$ cat src/hw/ucopt_consts.svh
`ifndef UCOPT_CONSTS_SVH
`define UCOPT_CONSTS_SVH
// ---------------------------------------------------------------------------
// Register word addresses (word offsets, one aligned 32-bit word each).
// ---------------------------------------------------------------------------
`define UCOPT_ADDR_W        4
`define UCOPT_OFS_STATUS    4'h0
`define UCOPT_OFS_CTRL_A    4'h1
`define UCOPT_OFS_CTRL_B    4'h2
`define UCOPT_OFS_CTRL_C    4'h3
`define UCOPT_OFS_DATA      4'h4
`define UCOPT_OFS_DIV_HI    4'h5
`define UCOPT_OFS_DIV_LO    4'h6
`define UCOPT_OFS_RXCOUNT   4'h7
// ---------------------------------------------------------------------------
// Reset values and frame constants.
// ---------------------------------------------------------------------------
`define UCOPT_CTRL_A_RST    8'h00
`define UCOPT_CTRL_B_RST    8'h00
`define UCOPT_STAT_RST      8'h0b
`define UCOPT_DIV_RST       16'h0010
`define UCOPT_DIV_MIN       16'h0010
`define UCOPT_BREAK_BITS    5'h0d
`define UCOPT_TX_STOP_BITS  2'h2
`endif

$ cat src/hw/ucopt_pkg.sv
package ucopt_pkg;
  typedef enum logic [1:0] {
    PAR_EVEN  = 2'b00,
    PAR_ODD   = 2'b01,
    PAR_MARK  = 2'b10,
    PAR_SPACE = 2'b11
  } ucopt_par_e;

  typedef enum logic [2:0] {
    TX_IDLE  = 3'b000,
    TX_START = 3'b001,
    TX_DATA  = 3'b010,
    TX_STOP  = 3'b011,
    TX_BREAK = 3'b100
  } ucopt_tx_e;

  typedef enum logic [1:0] {
    RX_IDLE  = 2'b00,
    RX_START = 2'b01,
    RX_DATA  = 2'b10,
    RX_STOP  = 2'b11
  } ucopt_rx_e;

  // First control register.
  typedef struct packed {
    logic       uartOn;
    logic       wordLengthSel;
    logic       parityOn;
    ucopt_par_e parityKind;
    logic       sendBreak;
    logic       rxNinthBit;
    logic       txNinthBit;
  } ucopt_ctrl_a_s;

  // Second control register.
  typedef struct packed {
    logic txOn;
    logic rxOn;
    logic rxStopCount;
    logic addrDetectOn;
    logic wake;
    logic rxIrqOn;
    logic txIdleIrqOn;
    logic txEmptyIrqOn;
  } ucopt_ctrl_b_s;

  // Status flags.
  typedef struct packed {
    logic parityErrFlag;
    logic noiseFlag;
    logic framingFlag;
    logic overrunFlag;
    logic rxIdleFlag;
    logic rxAvailFlag;
    logic txIdleFlag;
    logic txEmptyFlag;
  } ucopt_stat_s;
endpackage : ucopt_pkg

$ cat src/hw/ucopt_uart.sv
// Design decisions made here: the Avalon-MM slave port and the register offsets.
`include "ucopt_consts.svh"
`timescale 1ns/10ps
`default_nettype none
module ucopt_uart #(
  parameter int DIV_W = 16
) (
  // Clock and reset.
  input  wire logic        clk,
  input  wire logic        rst,
  // Avalon-MM slave.
  input  wire logic [3:0]  address,
  input  wire logic        read,
  input  wire logic        write,
  input  wire logic [31:0] writedata,
  output logic [31:0]      readdata,
  output logic             waitrequest,
  // Serial pins: transmit as output and enable, receive as input, output and enable.
  output logic             txPinOut,
  output logic             txPinOe,
  input  wire logic        rxPinIn,
  output logic             rxPinOut,
  output logic             rxPinOe,
  // System side.
  input  wire logic        uartClkStopped,
  output logic             wakeReq,
  output logic             irqReq
);
  // The divider register is sixteen bits, so a narrower counter would wrap.
  if (DIV_W < 16) begin : g_div_chk
    $error("DIV_W must be at least 16");
  end
  // -------------------------------------------------------------------------
  // Registers.
  // -------------------------------------------------------------------------
  ucopt_pkg::ucopt_ctrl_a_s ctrlA_r;
  ucopt_pkg::ucopt_ctrl_b_s ctrlB_r;
  ucopt_pkg::ucopt_stat_s   stat_r;
  logic                     singleWire_r;
  logic [15:0]              div_r;
  logic [7:0]               rxData_r;
  logic [2:0]               rxCount_r;
  logic                     ack_r;
  logic                     wrA;
  logic                     wrB;
  logic                     uartOff;
  logic                     txActive;
  logic                     rxActive;
  logic                     txLine;
  logic                     rxLine;
  logic                     dataWr;
  logic                     dataRd;
  logic                     rxDone;
  logic                     rxKeep;
  logic                     rxFrameErr;
  logic                     rxParErr;
  logic                     rxNinth;
  logic [7:0]               rxByte;
  logic                     txLoad;

  // One wait state: the answer comes on the second edge of a request.
  always_ff @(posedge clk or posedge rst) begin
    if (rst) ack_r <= 1'b0;
    else     ack_r <= (read | write) & ~ack_r;
  end
  assign waitrequest = (read | write) & ~ack_r;
  assign wrA    = write & ack_r & (address == `UCOPT_OFS_CTRL_A);
  assign wrB    = write & ack_r & (address == `UCOPT_OFS_CTRL_B);
  assign dataWr = write & ack_r & (address == `UCOPT_OFS_DATA);
  assign dataRd = read & ack_r & (address == `UCOPT_OFS_DATA);
  assign uartOff = ~ctrlA_r.uartOn;
  assign txActive = ctrlA_r.uartOn & ctrlB_r.txOn;
  assign rxActive = ctrlA_r.uartOn & ctrlB_r.rxOn;

  // Read data register; the transmit ninth bit always reads zero.
  always_ff @(posedge clk or posedge rst) begin
    if (rst) begin
      readdata <= 32'h0000_0000;
    end else begin
      case (address)
        `UCOPT_OFS_STATUS:  readdata <= {24'h0, stat_r};
        `UCOPT_OFS_CTRL_A:  readdata <= {24'h0, ctrlA_r[7:1], 1'b0};
        `UCOPT_OFS_CTRL_B:  readdata <= {24'h0, ctrlB_r};
        `UCOPT_OFS_CTRL_C:  readdata <= {31'h0, singleWire_r};
        `UCOPT_OFS_DATA:    readdata <= {24'h0, rxData_r};
        `UCOPT_OFS_DIV_HI:  readdata <= {24'h0, div_r[15:8]};
        `UCOPT_OFS_DIV_LO:  readdata <= {24'h0, div_r[7:0]};
        `UCOPT_OFS_RXCOUNT: readdata <= {29'h0, rxCount_r};
        default:            readdata <= 32'h0000_0000;
      endcase
    end
  end

  // First control register; the received ninth bit is hardware owned.
  always_ff @(posedge clk or posedge rst) begin
    if (rst) begin
      ctrlA_r <= `UCOPT_CTRL_A_RST;
    end else begin
      if (wrA) begin
        ctrlA_r.uartOn        <= writedata[7];
        ctrlA_r.wordLengthSel <= writedata[6];
        ctrlA_r.parityOn      <= writedata[5];
        ctrlA_r.parityKind    <= ucopt_pkg::ucopt_par_e'(writedata[4:3]);
        ctrlA_r.sendBreak     <= writedata[2] & writedata[7];
        ctrlA_r.txNinthBit    <= writedata[0];
      end else if (uartOff) begin
        ctrlA_r.sendBreak <= 1'b0;
      end
      if (rxDone & rxKeep & ~stat_r.rxAvailFlag & ctrlA_r.wordLengthSel
          & ~ctrlA_r.parityOn) ctrlA_r.rxNinthBit <= rxNinth;
    end
  end

  // Second control register; disabling clears only the two enables.
  always_ff @(posedge clk or posedge rst) begin
    if (rst) begin
      ctrlB_r <= `UCOPT_CTRL_B_RST;
    end else if (wrB) begin
      ctrlB_r <= writedata[7:0];
      if (uartOff) begin
        ctrlB_r.txOn <= 1'b0;
        ctrlB_r.rxOn <= 1'b0;
      end
    end else if (uartOff) begin
      ctrlB_r.txOn <= 1'b0;
      ctrlB_r.rxOn <= 1'b0;
    end
  end

  // Divider and single wire select survive a disable.
  always_ff @(posedge clk or posedge rst) begin
    if (rst) begin
      div_r        <= `UCOPT_DIV_RST;
      singleWire_r <= 1'b0;
    end else begin
      if (write & ack_r & (address == `UCOPT_OFS_DIV_HI)) div_r[15:8] <= writedata[7:0];
      if (write & ack_r & (address == `UCOPT_OFS_DIV_LO)) div_r[7:0] <= writedata[7:0];
      if (write & ack_r & (address == `UCOPT_OFS_CTRL_C)) singleWire_r <= writedata[0];
    end
  end

  // -------------------------------------------------------------------------
  // Pin synchroniser and pin drive.
  // -------------------------------------------------------------------------
  logic rxMeta_r;
  logic rxSync_r;
  logic rxPrev_r;
  always_ff @(posedge clk or posedge rst) begin
    if (rst) begin
      rxMeta_r <= 1'b1;
      rxSync_r <= 1'b1;
      rxPrev_r <= 1'b1;
    end else begin
      rxMeta_r <= rxPinIn;
      rxSync_r <= rxMeta_r;
      rxPrev_r <= rxSync_r;
    end
  end
  assign rxLine = rxSync_r;

  // In single wire mode the shared pin transmits only without the receiver.
  assign txPinOe  = txActive & ~singleWire_r;
  assign txPinOut = txLine;
  assign rxPinOe  = txActive & singleWire_r & ~ctrlB_r.rxOn;
  assign rxPinOut = txLine;

  // Wake request only while the UART clock is stopped.
  always_ff @(posedge clk or posedge rst) begin
    if (rst) wakeReq <= 1'b0;
    else     wakeReq <= uartClkStopped & ctrlB_r.wake & rxPrev_r & ~rxSync_r;
  end

  // -------------------------------------------------------------------------
  // Baud tick: divider counter restarts on disable.
  // -------------------------------------------------------------------------
  logic [DIV_W-1:0] baudCnt_r;
  logic             tick;
  assign tick = (baudCnt_r == DIV_W'(0));
  always_ff @(posedge clk or posedge rst) begin
    if (rst) baudCnt_r <= '0;
    else if (uartOff) baudCnt_r <= DIV_W'(div_r) - DIV_W'(1);
    else if (tick) baudCnt_r <= DIV_W'(div_r) - DIV_W'(1);
    else baudCnt_r <= baudCnt_r - DIV_W'(1);
  end

  // -------------------------------------------------------------------------
  // Transmitter.
  // -------------------------------------------------------------------------
  ucopt_pkg::ucopt_tx_e txState_r;
  logic [8:0]           txShift_r;
  logic [8:0]           txHold_r;
  logic                 txFull_r;
  logic [4:0]           txBits_r;
  logic                 txPar;
  logic [3:0]           nBits;
  assign nBits = ctrlA_r.wordLengthSel ? 4'd9 : 4'd8;

  // Parity over the data bits below the parity position.
  always_comb begin
    txPar = 1'b0;
    case (ctrlA_r.parityKind)
      ucopt_pkg::PAR_EVEN:  txPar = ^(ctrlA_r.wordLengthSel ? txHold_r[7:0] : {1'b0, txHold_r[6:0]});
      ucopt_pkg::PAR_ODD:   txPar = ~^(ctrlA_r.wordLengthSel ? txHold_r[7:0] : {1'b0, txHold_r[6:0]});
      ucopt_pkg::PAR_MARK:  txPar = 1'b1;
      ucopt_pkg::PAR_SPACE: txPar = 1'b0;
      default:              txPar = 1'b0;
    endcase
  end

  assign txLoad = (txState_r == ucopt_pkg::TX_IDLE) & txFull_r & tick;

  // Holding buffer; it is emptied whenever the transmitter is off.
  always_ff @(posedge clk or posedge rst) begin
    if (rst) begin
      txHold_r <= 9'h000;
      txFull_r <= 1'b0;
    end else if (~txActive) begin
      txFull_r <= 1'b0;
    end else if (dataWr) begin
      txHold_r <= {ctrlA_r.txNinthBit, writedata[7:0]};
      txFull_r <= 1'b1;
    end else if (txLoad) begin
      txFull_r <= 1'b0;
    end
  end

  // Frame sequencer: start, data, two stop bits, then break if asked.
  always_ff @(posedge clk or posedge rst) begin
    if (rst) begin
      txState_r <= ucopt_pkg::TX_IDLE;
      txShift_r <= 9'h1ff;
      txBits_r  <= 5'd0;
    end else if (~txActive) begin
      txState_r <= ucopt_pkg::TX_IDLE;
      txShift_r <= 9'h1ff;
    end else if (tick) begin
      case (txState_r)
        ucopt_pkg::TX_IDLE: begin
          if (txFull_r) begin
            txShift_r <= txHold_r;
            if (ctrlA_r.parityOn) begin
              if (ctrlA_r.wordLengthSel) txShift_r[8] <= txPar;
              else txShift_r[7] <= txPar;
            end
            txState_r <= ucopt_pkg::TX_START;
          end else if (ctrlA_r.sendBreak) begin
            txBits_r  <= `UCOPT_BREAK_BITS;
            txState_r <= ucopt_pkg::TX_BREAK;
          end
        end
        ucopt_pkg::TX_START: begin
          txBits_r  <= {1'b0, nBits};
          txState_r <= ucopt_pkg::TX_DATA;
        end
        ucopt_pkg::TX_DATA: begin
          txShift_r <= {1'b1, txShift_r[8:1]};
          if (txBits_r == 5'd1) begin
            txBits_r  <= {3'b000, `UCOPT_TX_STOP_BITS};
            txState_r <= ucopt_pkg::TX_STOP;
          end else txBits_r <= txBits_r - 5'd1;
        end
        ucopt_pkg::TX_STOP: begin
          if (txBits_r == 5'd1) txState_r <= ucopt_pkg::TX_IDLE;
          else txBits_r <= txBits_r - 5'd1;
        end
        ucopt_pkg::TX_BREAK: begin
          if (txBits_r > 5'd1) txBits_r <= txBits_r - 5'd1;
          else if (~ctrlA_r.sendBreak) txState_r <= ucopt_pkg::TX_IDLE;
        end
        default: txState_r <= ucopt_pkg::TX_IDLE;
      endcase
    end
  end
  assign txLine = (txState_r == ucopt_pkg::TX_START) ? 1'b0 :
                  (txState_r == ucopt_pkg::TX_BREAK) ? 1'b0 :
                  (txState_r == ucopt_pkg::TX_DATA) ? txShift_r[0] : 1'b1;

  // -------------------------------------------------------------------------
  // Receiver, sampling each bit at mid point.
  // -------------------------------------------------------------------------
  ucopt_pkg::ucopt_rx_e rxState_r;
  logic [DIV_W-1:0]     rx_fifo_count_r;
  logic [3:0]           rxBits_r;
  logic [8:0]           rxShift_r;
  logic [1:0]           rxStops_r;
  logic                 rxSample;
  logic                 rxParCalc;
  assign rxSample = (rx_fifo_count_r == DIV_W'(0));
  assign rxNinth  = rxShift_r[8];
  assign rxByte   = ctrlA_r.wordLengthSel ? rxShift_r[7:0] : rxShift_r[8:1];
  assign rxDone   = rxSample & (rxState_r == ucopt_pkg::RX_STOP)
                    & (rxStops_r == 2'd1);
  assign rxFrameErr = ~rxLine;
  // Address bit lives at the top of the word; it is the parity position too.
  assign rxKeep = ~ctrlB_r.addrDetectOn | rxShift_r[8];
  always_comb begin
    rxParCalc = 1'b0;
    case (ctrlA_r.parityKind)
      ucopt_pkg::PAR_EVEN:  rxParCalc = ctrlA_r.wordLengthSel ? ^rxShift_r[7:0] : ^rxShift_r[7:1];
      ucopt_pkg::PAR_ODD:   rxParCalc = ctrlA_r.wordLengthSel ? ~^rxShift_r[7:0] : ~^rxShift_r[7:1];
      ucopt_pkg::PAR_MARK:  rxParCalc = 1'b1;
      ucopt_pkg::PAR_SPACE: rxParCalc = 1'b0;
      default:              rxParCalc = 1'b0;
    endcase
  end
  assign rxParErr = ctrlA_r.parityOn & (rxParCalc != rxShift_r[8]);

  always_ff @(posedge clk or posedge rst) begin
    if (rst) begin
      rxState_r <= ucopt_pkg::RX_IDLE;
      rx_fifo_count_r   <= '0;
      rxBits_r  <= 4'd0;
      rxShift_r <= 9'h000;
      rxStops_r <= 2'd0;
    end else if (~rxActive) begin
      rxState_r <= ucopt_pkg::RX_IDLE;
    end else begin
      rx_fifo_count_r <= rxSample ? DIV_W'(div_r) - DIV_W'(1) : rx_fifo_count_r - DIV_W'(1);
      case (rxState_r)
        ucopt_pkg::RX_IDLE: if (rxPrev_r & ~rxLine) begin
          rx_fifo_count_r   <= DIV_W'(div_r >> 1);
          rxState_r <= ucopt_pkg::RX_START;
        end
        ucopt_pkg::RX_START: if (rxSample) begin
          rxBits_r  <= nBits;
          rxState_r <= rxLine ? ucopt_pkg::RX_IDLE : ucopt_pkg::RX_DATA;
        end
        ucopt_pkg::RX_DATA: if (rxSample) begin
          rxShift_r <= {rxLine, rxShift_r[8:1]};
          if (rxBits_r == 4'd1) begin
            rxStops_r <= ctrlB_r.rxStopCount ? 2'd2 : 2'd1;
            rxState_r <= ucopt_pkg::RX_STOP;
          end else rxBits_r <= rxBits_r - 4'd1;
        end
        ucopt_pkg::RX_STOP: if (rxSample) begin
          if (rxStops_r == 2'd1) rxState_r <= ucopt_pkg::RX_IDLE;
          else rxStops_r <= rxStops_r - 2'd1;
        end
        default: rxState_r <= ucopt_pkg::RX_IDLE;
      endcase
    end
  end

  // Received data word and count; parity bit is not kept as data.
  always_ff @(posedge clk or posedge rst) begin
    if (rst) begin
      rxData_r  <= 8'h00;
      rxCount_r <= 3'd0;
    end else if (~rxActive) begin
      rxCount_r <= 3'd0;
    end else if (rxDone & rxKeep & ~stat_r.rxAvailFlag) begin
      rxData_r  <= (ctrlA_r.parityOn & ~ctrlA_r.wordLengthSel) ? {1'b0, rxByte[6:0]} : rxByte;
      rxCount_r <= 3'd1;
    end else if (dataRd) begin
      rxCount_r <= 3'd0;
    end
  end

  // Status flags; a hardware set wins over a software clear.
  always_ff @(posedge clk or posedge rst) begin
    if (rst) begin
      stat_r <= `UCOPT_STAT_RST;
    end else if (uartOff) begin
      stat_r <= `UCOPT_STAT_RST;
    end else begin
      stat_r.txEmptyFlag <= ~txFull_r | txLoad;
      stat_r.txIdleFlag  <= (txState_r == ucopt_pkg::TX_IDLE) & ~txFull_r;
      stat_r.rxIdleFlag  <= (rxState_r == ucopt_pkg::RX_IDLE);
      if (rxDone & rxKeep) begin
        if (stat_r.rxAvailFlag) stat_r.overrunFlag <= 1'b1;
        else begin
          stat_r.rxAvailFlag   <= 1'b1;
          stat_r.framingFlag   <= rxFrameErr;
          stat_r.parityErrFlag <= rxParErr;
        end
      end else if (dataRd) begin
        stat_r.rxAvailFlag   <= 1'b0;
        stat_r.overrunFlag   <= 1'b0;
        stat_r.framingFlag   <= 1'b0;
        stat_r.parityErrFlag <= 1'b0;
        stat_r.noiseFlag     <= 1'b0;
      end
    end
  end

  // Interrupt request follows the flags, so it holds until they clear.
  always_ff @(posedge clk or posedge rst) begin
    if (rst) irqReq <= 1'b0;
    else irqReq <= (ctrlB_r.rxIrqOn & (stat_r.overrunFlag | stat_r.rxAvailFlag))
                 | (ctrlB_r.txIdleIrqOn & stat_r.txIdleFlag)
                 | (ctrlB_r.txEmptyIrqOn & stat_r.txEmptyFlag);
  end

  // -------------------------------------------------------------------------
  // Checks.
  // -------------------------------------------------------------------------
  chk_off_floats: assert property (@(posedge clk) disable iff (rst)
    uartOff |-> ~txPinOe & ~rxPinOe) else $error("pin driven while off");
  chk_tx_gate: assert property (@(posedge clk) disable iff (rst)
    txPinOe |-> ctrlA_r.uartOn & ctrlB_r.txOn) else $error("tx without enables");
  chk_off_clears: assert property (@(posedge clk) disable iff (rst)
    uartOff |=> ~ctrlB_r.txOn & ~ctrlB_r.rxOn & stat_r.txIdleFlag)
    else $error("disable did not clear");
  chk_rx_abort: assert property (@(posedge clk) disable iff (rst)
    ~rxActive |=> rxState_r == ucopt_pkg::RX_IDLE) else $error("rx not aborted");
  chk_tx_abort: assert property (@(posedge clk) disable iff (rst)
    ~txActive |=> (txState_r == ucopt_pkg::TX_IDLE) & ~txFull_r)
    else $error("tx not aborted");
  chk_wake_gate: assert property (@(posedge clk) disable iff (rst)
    wakeReq |-> $past(uartClkStopped) & $past(ctrlB_r.wake))
    else $error("wake without stopped clock");
  chk_rx_irq: assert property (@(posedge clk) disable iff (rst)
    ctrlB_r.rxIrqOn & stat_r.rxAvailFlag |=> irqReq) else $error("rx irq missing");
  chk_idle_irq: assert property (@(posedge clk) disable iff (rst)
    ctrlB_r.txIdleIrqOn & stat_r.txIdleFlag |=> irqReq) else $error("idle irq missing");
  chk_empty_irq: assert property (@(posedge clk) disable iff (rst)
    ctrlB_r.txEmptyIrqOn & stat_r.txEmptyFlag |=> irqReq) else $error("empty irq missing");
  chk_brk_low: assert property (@(posedge clk) disable iff (rst)
    txState_r == ucopt_pkg::TX_BREAK |-> ~txLine) else $error("break not low");
endmodule : ucopt_uart
`default_nettype wire

$ cat config.mk
export PLATFORM = sky130hd
export DESIGN_NAME = ucopt_uart
export DESIGN_NICKNAME = d
export VERILOG_FILES = /design/src/hw/ucopt_pkg.sv /design/src/hw/ucopt_uart.sv
export VERILOG_INCLUDE_DIRS = /design/src /design/src/hw
export SDC_FILE = /design/constraint.sdc
export NUM_CORES = 1
export LEC_CHECK = 0
export ABC_AREA = 1
export BUFFER_PORTS_ARGS = -buffer_cell sky130_fd_sc_hd__clkbuf_2
export CAP_MARGIN = 0
export CORE_AREA = 2 2 152 124
export DETAILED_ROUTE_END_ITERATION = 8
export DIE_AREA = 0 0 154 126
export PLACE_DENSITY_LB_ADDON = 0.15
export REMOVE_ABC_BUFFERS = 1
export SLEW_MARGIN = 20
export SYNTH_ARGS = -nofsm -noshare
export SYNTH_HDL_FRONTEND = slang
export SYNTH_SLANG_ARGS = --single-unit
$ cat constraint.sdc
create_clock -name clk -period 4 [get_ports clk]
set_input_delay 0.2 -clock clk [delete_from_list [all_inputs] [get_ports clk]]
set_output_delay 0.2 -clock clk [all_outputs]
set_load 0.1 [all_outputs]
==> results.py <==
metrics = {
    "final_layout": {
        "diodes": 0,
        "final_common_cell": "nand2_1",
        "mostFrequentLayoutCells": "nand2_1 (348), inv_1 (130), dfrtp_1 (123)",
        "drive_above_1_share": 0.136,
        "utilization": 0.517,
        "fin_nets": 1239,
        "fillerInstances": 1768,
        "synthToLayoutAreaGrowth_pct": 9.91,
    },
    "clock_tree": {
        "ctsHoldBuffers": 3,
        "ctsRootBufferMaster": "clkbuf_16",
        "h-tree-depth": 4,
        "post_cts_buffers": 0,
        "cts.sinks": 139,
        "cts.clk_slew.worst_paths_ns": 0.07,
        "cts_resized": 0,
        "cts_tree": "built",
        "numCtsBuffers": 17,
        "clk_latency_ns": 0.43,
        "clk_path_buf_depth": 2,
    },
    "timing": {
        "hold_ws_ns": -0.0408,
        "max_freq_ghz": 0.368,
        "fin_ws_ns": 1.28,
        "clock_skew_ns": 0.0110,
        "finalCriticalPeriod_ns": 2.72,
        "post-route-period-util": 0.680,
        "worstMarginPinSlew_ns": 0.947,
        "setup_viol": 0,
        "relSlewSlack": 0.368,
        "rsz0062_at_grt": "false",
        "timing.setup.tns_ns": 0,
        "slew_viol_final": 0,
        "hold_viol": 20,
    },
    "flow_run": {
        "maxCapViolCount": 0,
    },
    "synth": {
        "ys_types": 46,
        "seq_area_frac_synth": 0.415,
        "async_flop_share": 1.00,
        "synth.avg_cell_area_um2": 7.29,
        "yosysWarnings": 0,
        "synth_seq_cells": 139,
        "synth-edff-count": 0,
        "ys.flop_type": "dfrtp_1",
        "synthCells": 1156,
        "synth_area_um2": 8420,
    },
    "die": {
        "die_area_um2": 19400,
        "rows": 44,
        "die_h_um": 126,
        "start_util": 0.471,
        "ios": 81,
        "die_x_um": 154,
        "core-area_um2": 17900,
    },
    "detailed_routing": {
        "postRouteAntennaNets": 0,
        "dr.pass1.iters": 7,
        "drc_errors": 0,
        "wl_mm": 21.6,
        "wl_per_cell_um": 15.1,
        "via_per_inst": 5.17,
        "dr.first_iter.drc_count": 639,
        "vias": 7390,
    },
    "global_route": {
        "grt_pass1_vias": 6795,
        "grt_usage": 0.234,
        "gr-total-overflow": 0,
        "grt_pass1_wl_mm": 35.7,
        "grt_max_degree": 107,
        "antenna_found_initial": 0,
    },
    "setup_path": {
        "crit_arrival_ns": 2.52,
        "crit_fanout": 14,
        "endpoint_kind": "output port",
        "cp-start-kind": "flip-flop",
        "crit_type": "reg -> out",
        "critPathRequiredTime_ns": 3.80,
    },
    "place": {
        "port_buffers": 32,
        "finalWeightedCongestion": 0.907,
        "place_ws_ns": 1.63,
        "place_hpwl_mm": 15.9,
    },
    "status": {
        "status": "finished with violations",
        "failed_checks": "negative hold slack",
    },
    "pwr": {
        "ir_drop_mv": 0.247,
        "powerDensity_nw_per_um2": 482,
        "power_leakage_nw": 4.62,
        "power.total_mw": 4.46,
    },
    "hold_path": {
        "hold_class": "in -> async",
    },
}
Yosys cell counts, types with 18 or more instances:
cell type  number  area share
a21oi_1        22       0.013
buf_4          26       0.023
dfrtp_1       123        0.37
inv_1         131       0.058
inv_2          18      0.0080
nand2_1       348        0.16
nand3_1        60       0.036
nor2_1         97       0.043
nor2_2         20       0.015
o21ai_0       109       0.065
o21ai_1        19       0.011
xor2_1         25       0.026
state kept, by name, indices dropped and copies added (netlist names), 2 cells and up:
name / cells
readdata: 8
stat_r: 7
txState_r: 3
txBits_r: 5
txHold_r: 9
ctrlA_r: 8
ctrlB_r: 8
rxBits_r: 4
rx_fifo_count_r: 16
rxState_r: 2
txShift_r: 9
rxStops_r: 2
baudCnt_r: 16
rxShift_r: 9
div_r: 16
rxData_r: 8
worst max-delay path, cell delays in order, from the launching register on:
cell and delay [ns]:
dfrtp_1 0.71, nand2_1 0.48, nor3_1 0.38, clkbuf_2 0.52
metrics by stage:
stage          instances  instance area (um2)
3_5_place_dp        1395                 8660
3_3_place_gp        1395                 8660
6_report            1430                 9260
4_1_cts             1430                 9260
5_1_grt             1430                 9260
2_1_floorplan       1132                 8200
cells by family (layout without fill, tap and decap cells):
| kind of cell | after synthesis | count (layout) | synth area share |
|---|---|---|---|
| compound gates | 198 | 198 | 0.136 |
| other cells | 1 | 24 | 0.000445 |
| simple gates | 579 | 579 | 0.297 |
| buf+inv | 199 | 220 | 0.105 |
| flops | 139 | 139 | 0.415 |
| fa+ha+maj | 10 | 10 | 0.0149 |
| xor+xnor | 30 | 30 | 0.0312 |
per-layer routing:
layer / global-route usage / part of all wire / vias up
met2: 0.339 / 0.43 / 199
met5: 0 / 0 / -
li1: - / - / 3729
met3: 0.0489 / 0.053 / 27
met4: 0.0649 / 0.015 / 0
met1: 0.353 / 0.51 / 3435
where the power goes:
part	switching (mW)	total [mW]	internal [mW]
sequential	0.204	1.78	1.57
combinational	0.848	1.17	0.324
clock	0.675	1.52	0.840
path summary, 6_finish.rpt:
kind	startpoint	endpoint	slack, ns	depth (start not counted)
worst max-delay path	ctrlA_r[7]$_DFFE_PP0P_	rxPinOe	1.28	3
worst min-delay path	rst	readdata[5]$_DFF_PP0_	-0.04	2
worst max register to register	baudCnt_r[0]$_DFF_PP0_	txShift_r[8]$_DFFE_PP1P_	1.59	11
worst min register to register	rxMeta_r$_DFF_PP1_	rxLine$_DFF_PP1_	0.36	0
max in group asynchronous	rst	rxLine$_DFF_PP1_	3.02	3
min in group clk	writedata[5]	ctrlA_r[5]$_DFFE_PP0P_	0.03	3
cell type report:
| type | count | area [um2] | share of cell area |
|---|---|---|---|
| inverter | 152 | 579 | 0.0626 |
| sequential | 139 | 3500 | 0.378 |
| clock inverter | 13 | 111 | 0.0120 |
| timing repair buffer | 36 | 198 | 0.0214 |
| clock buffer | 19 | 453 | 0.0489 |
| multi-input combinational | 841 | 4130 | 0.446 |
| tap | 230 | 288 | 0.0311 |
Power figures use the tool's default switching activity.
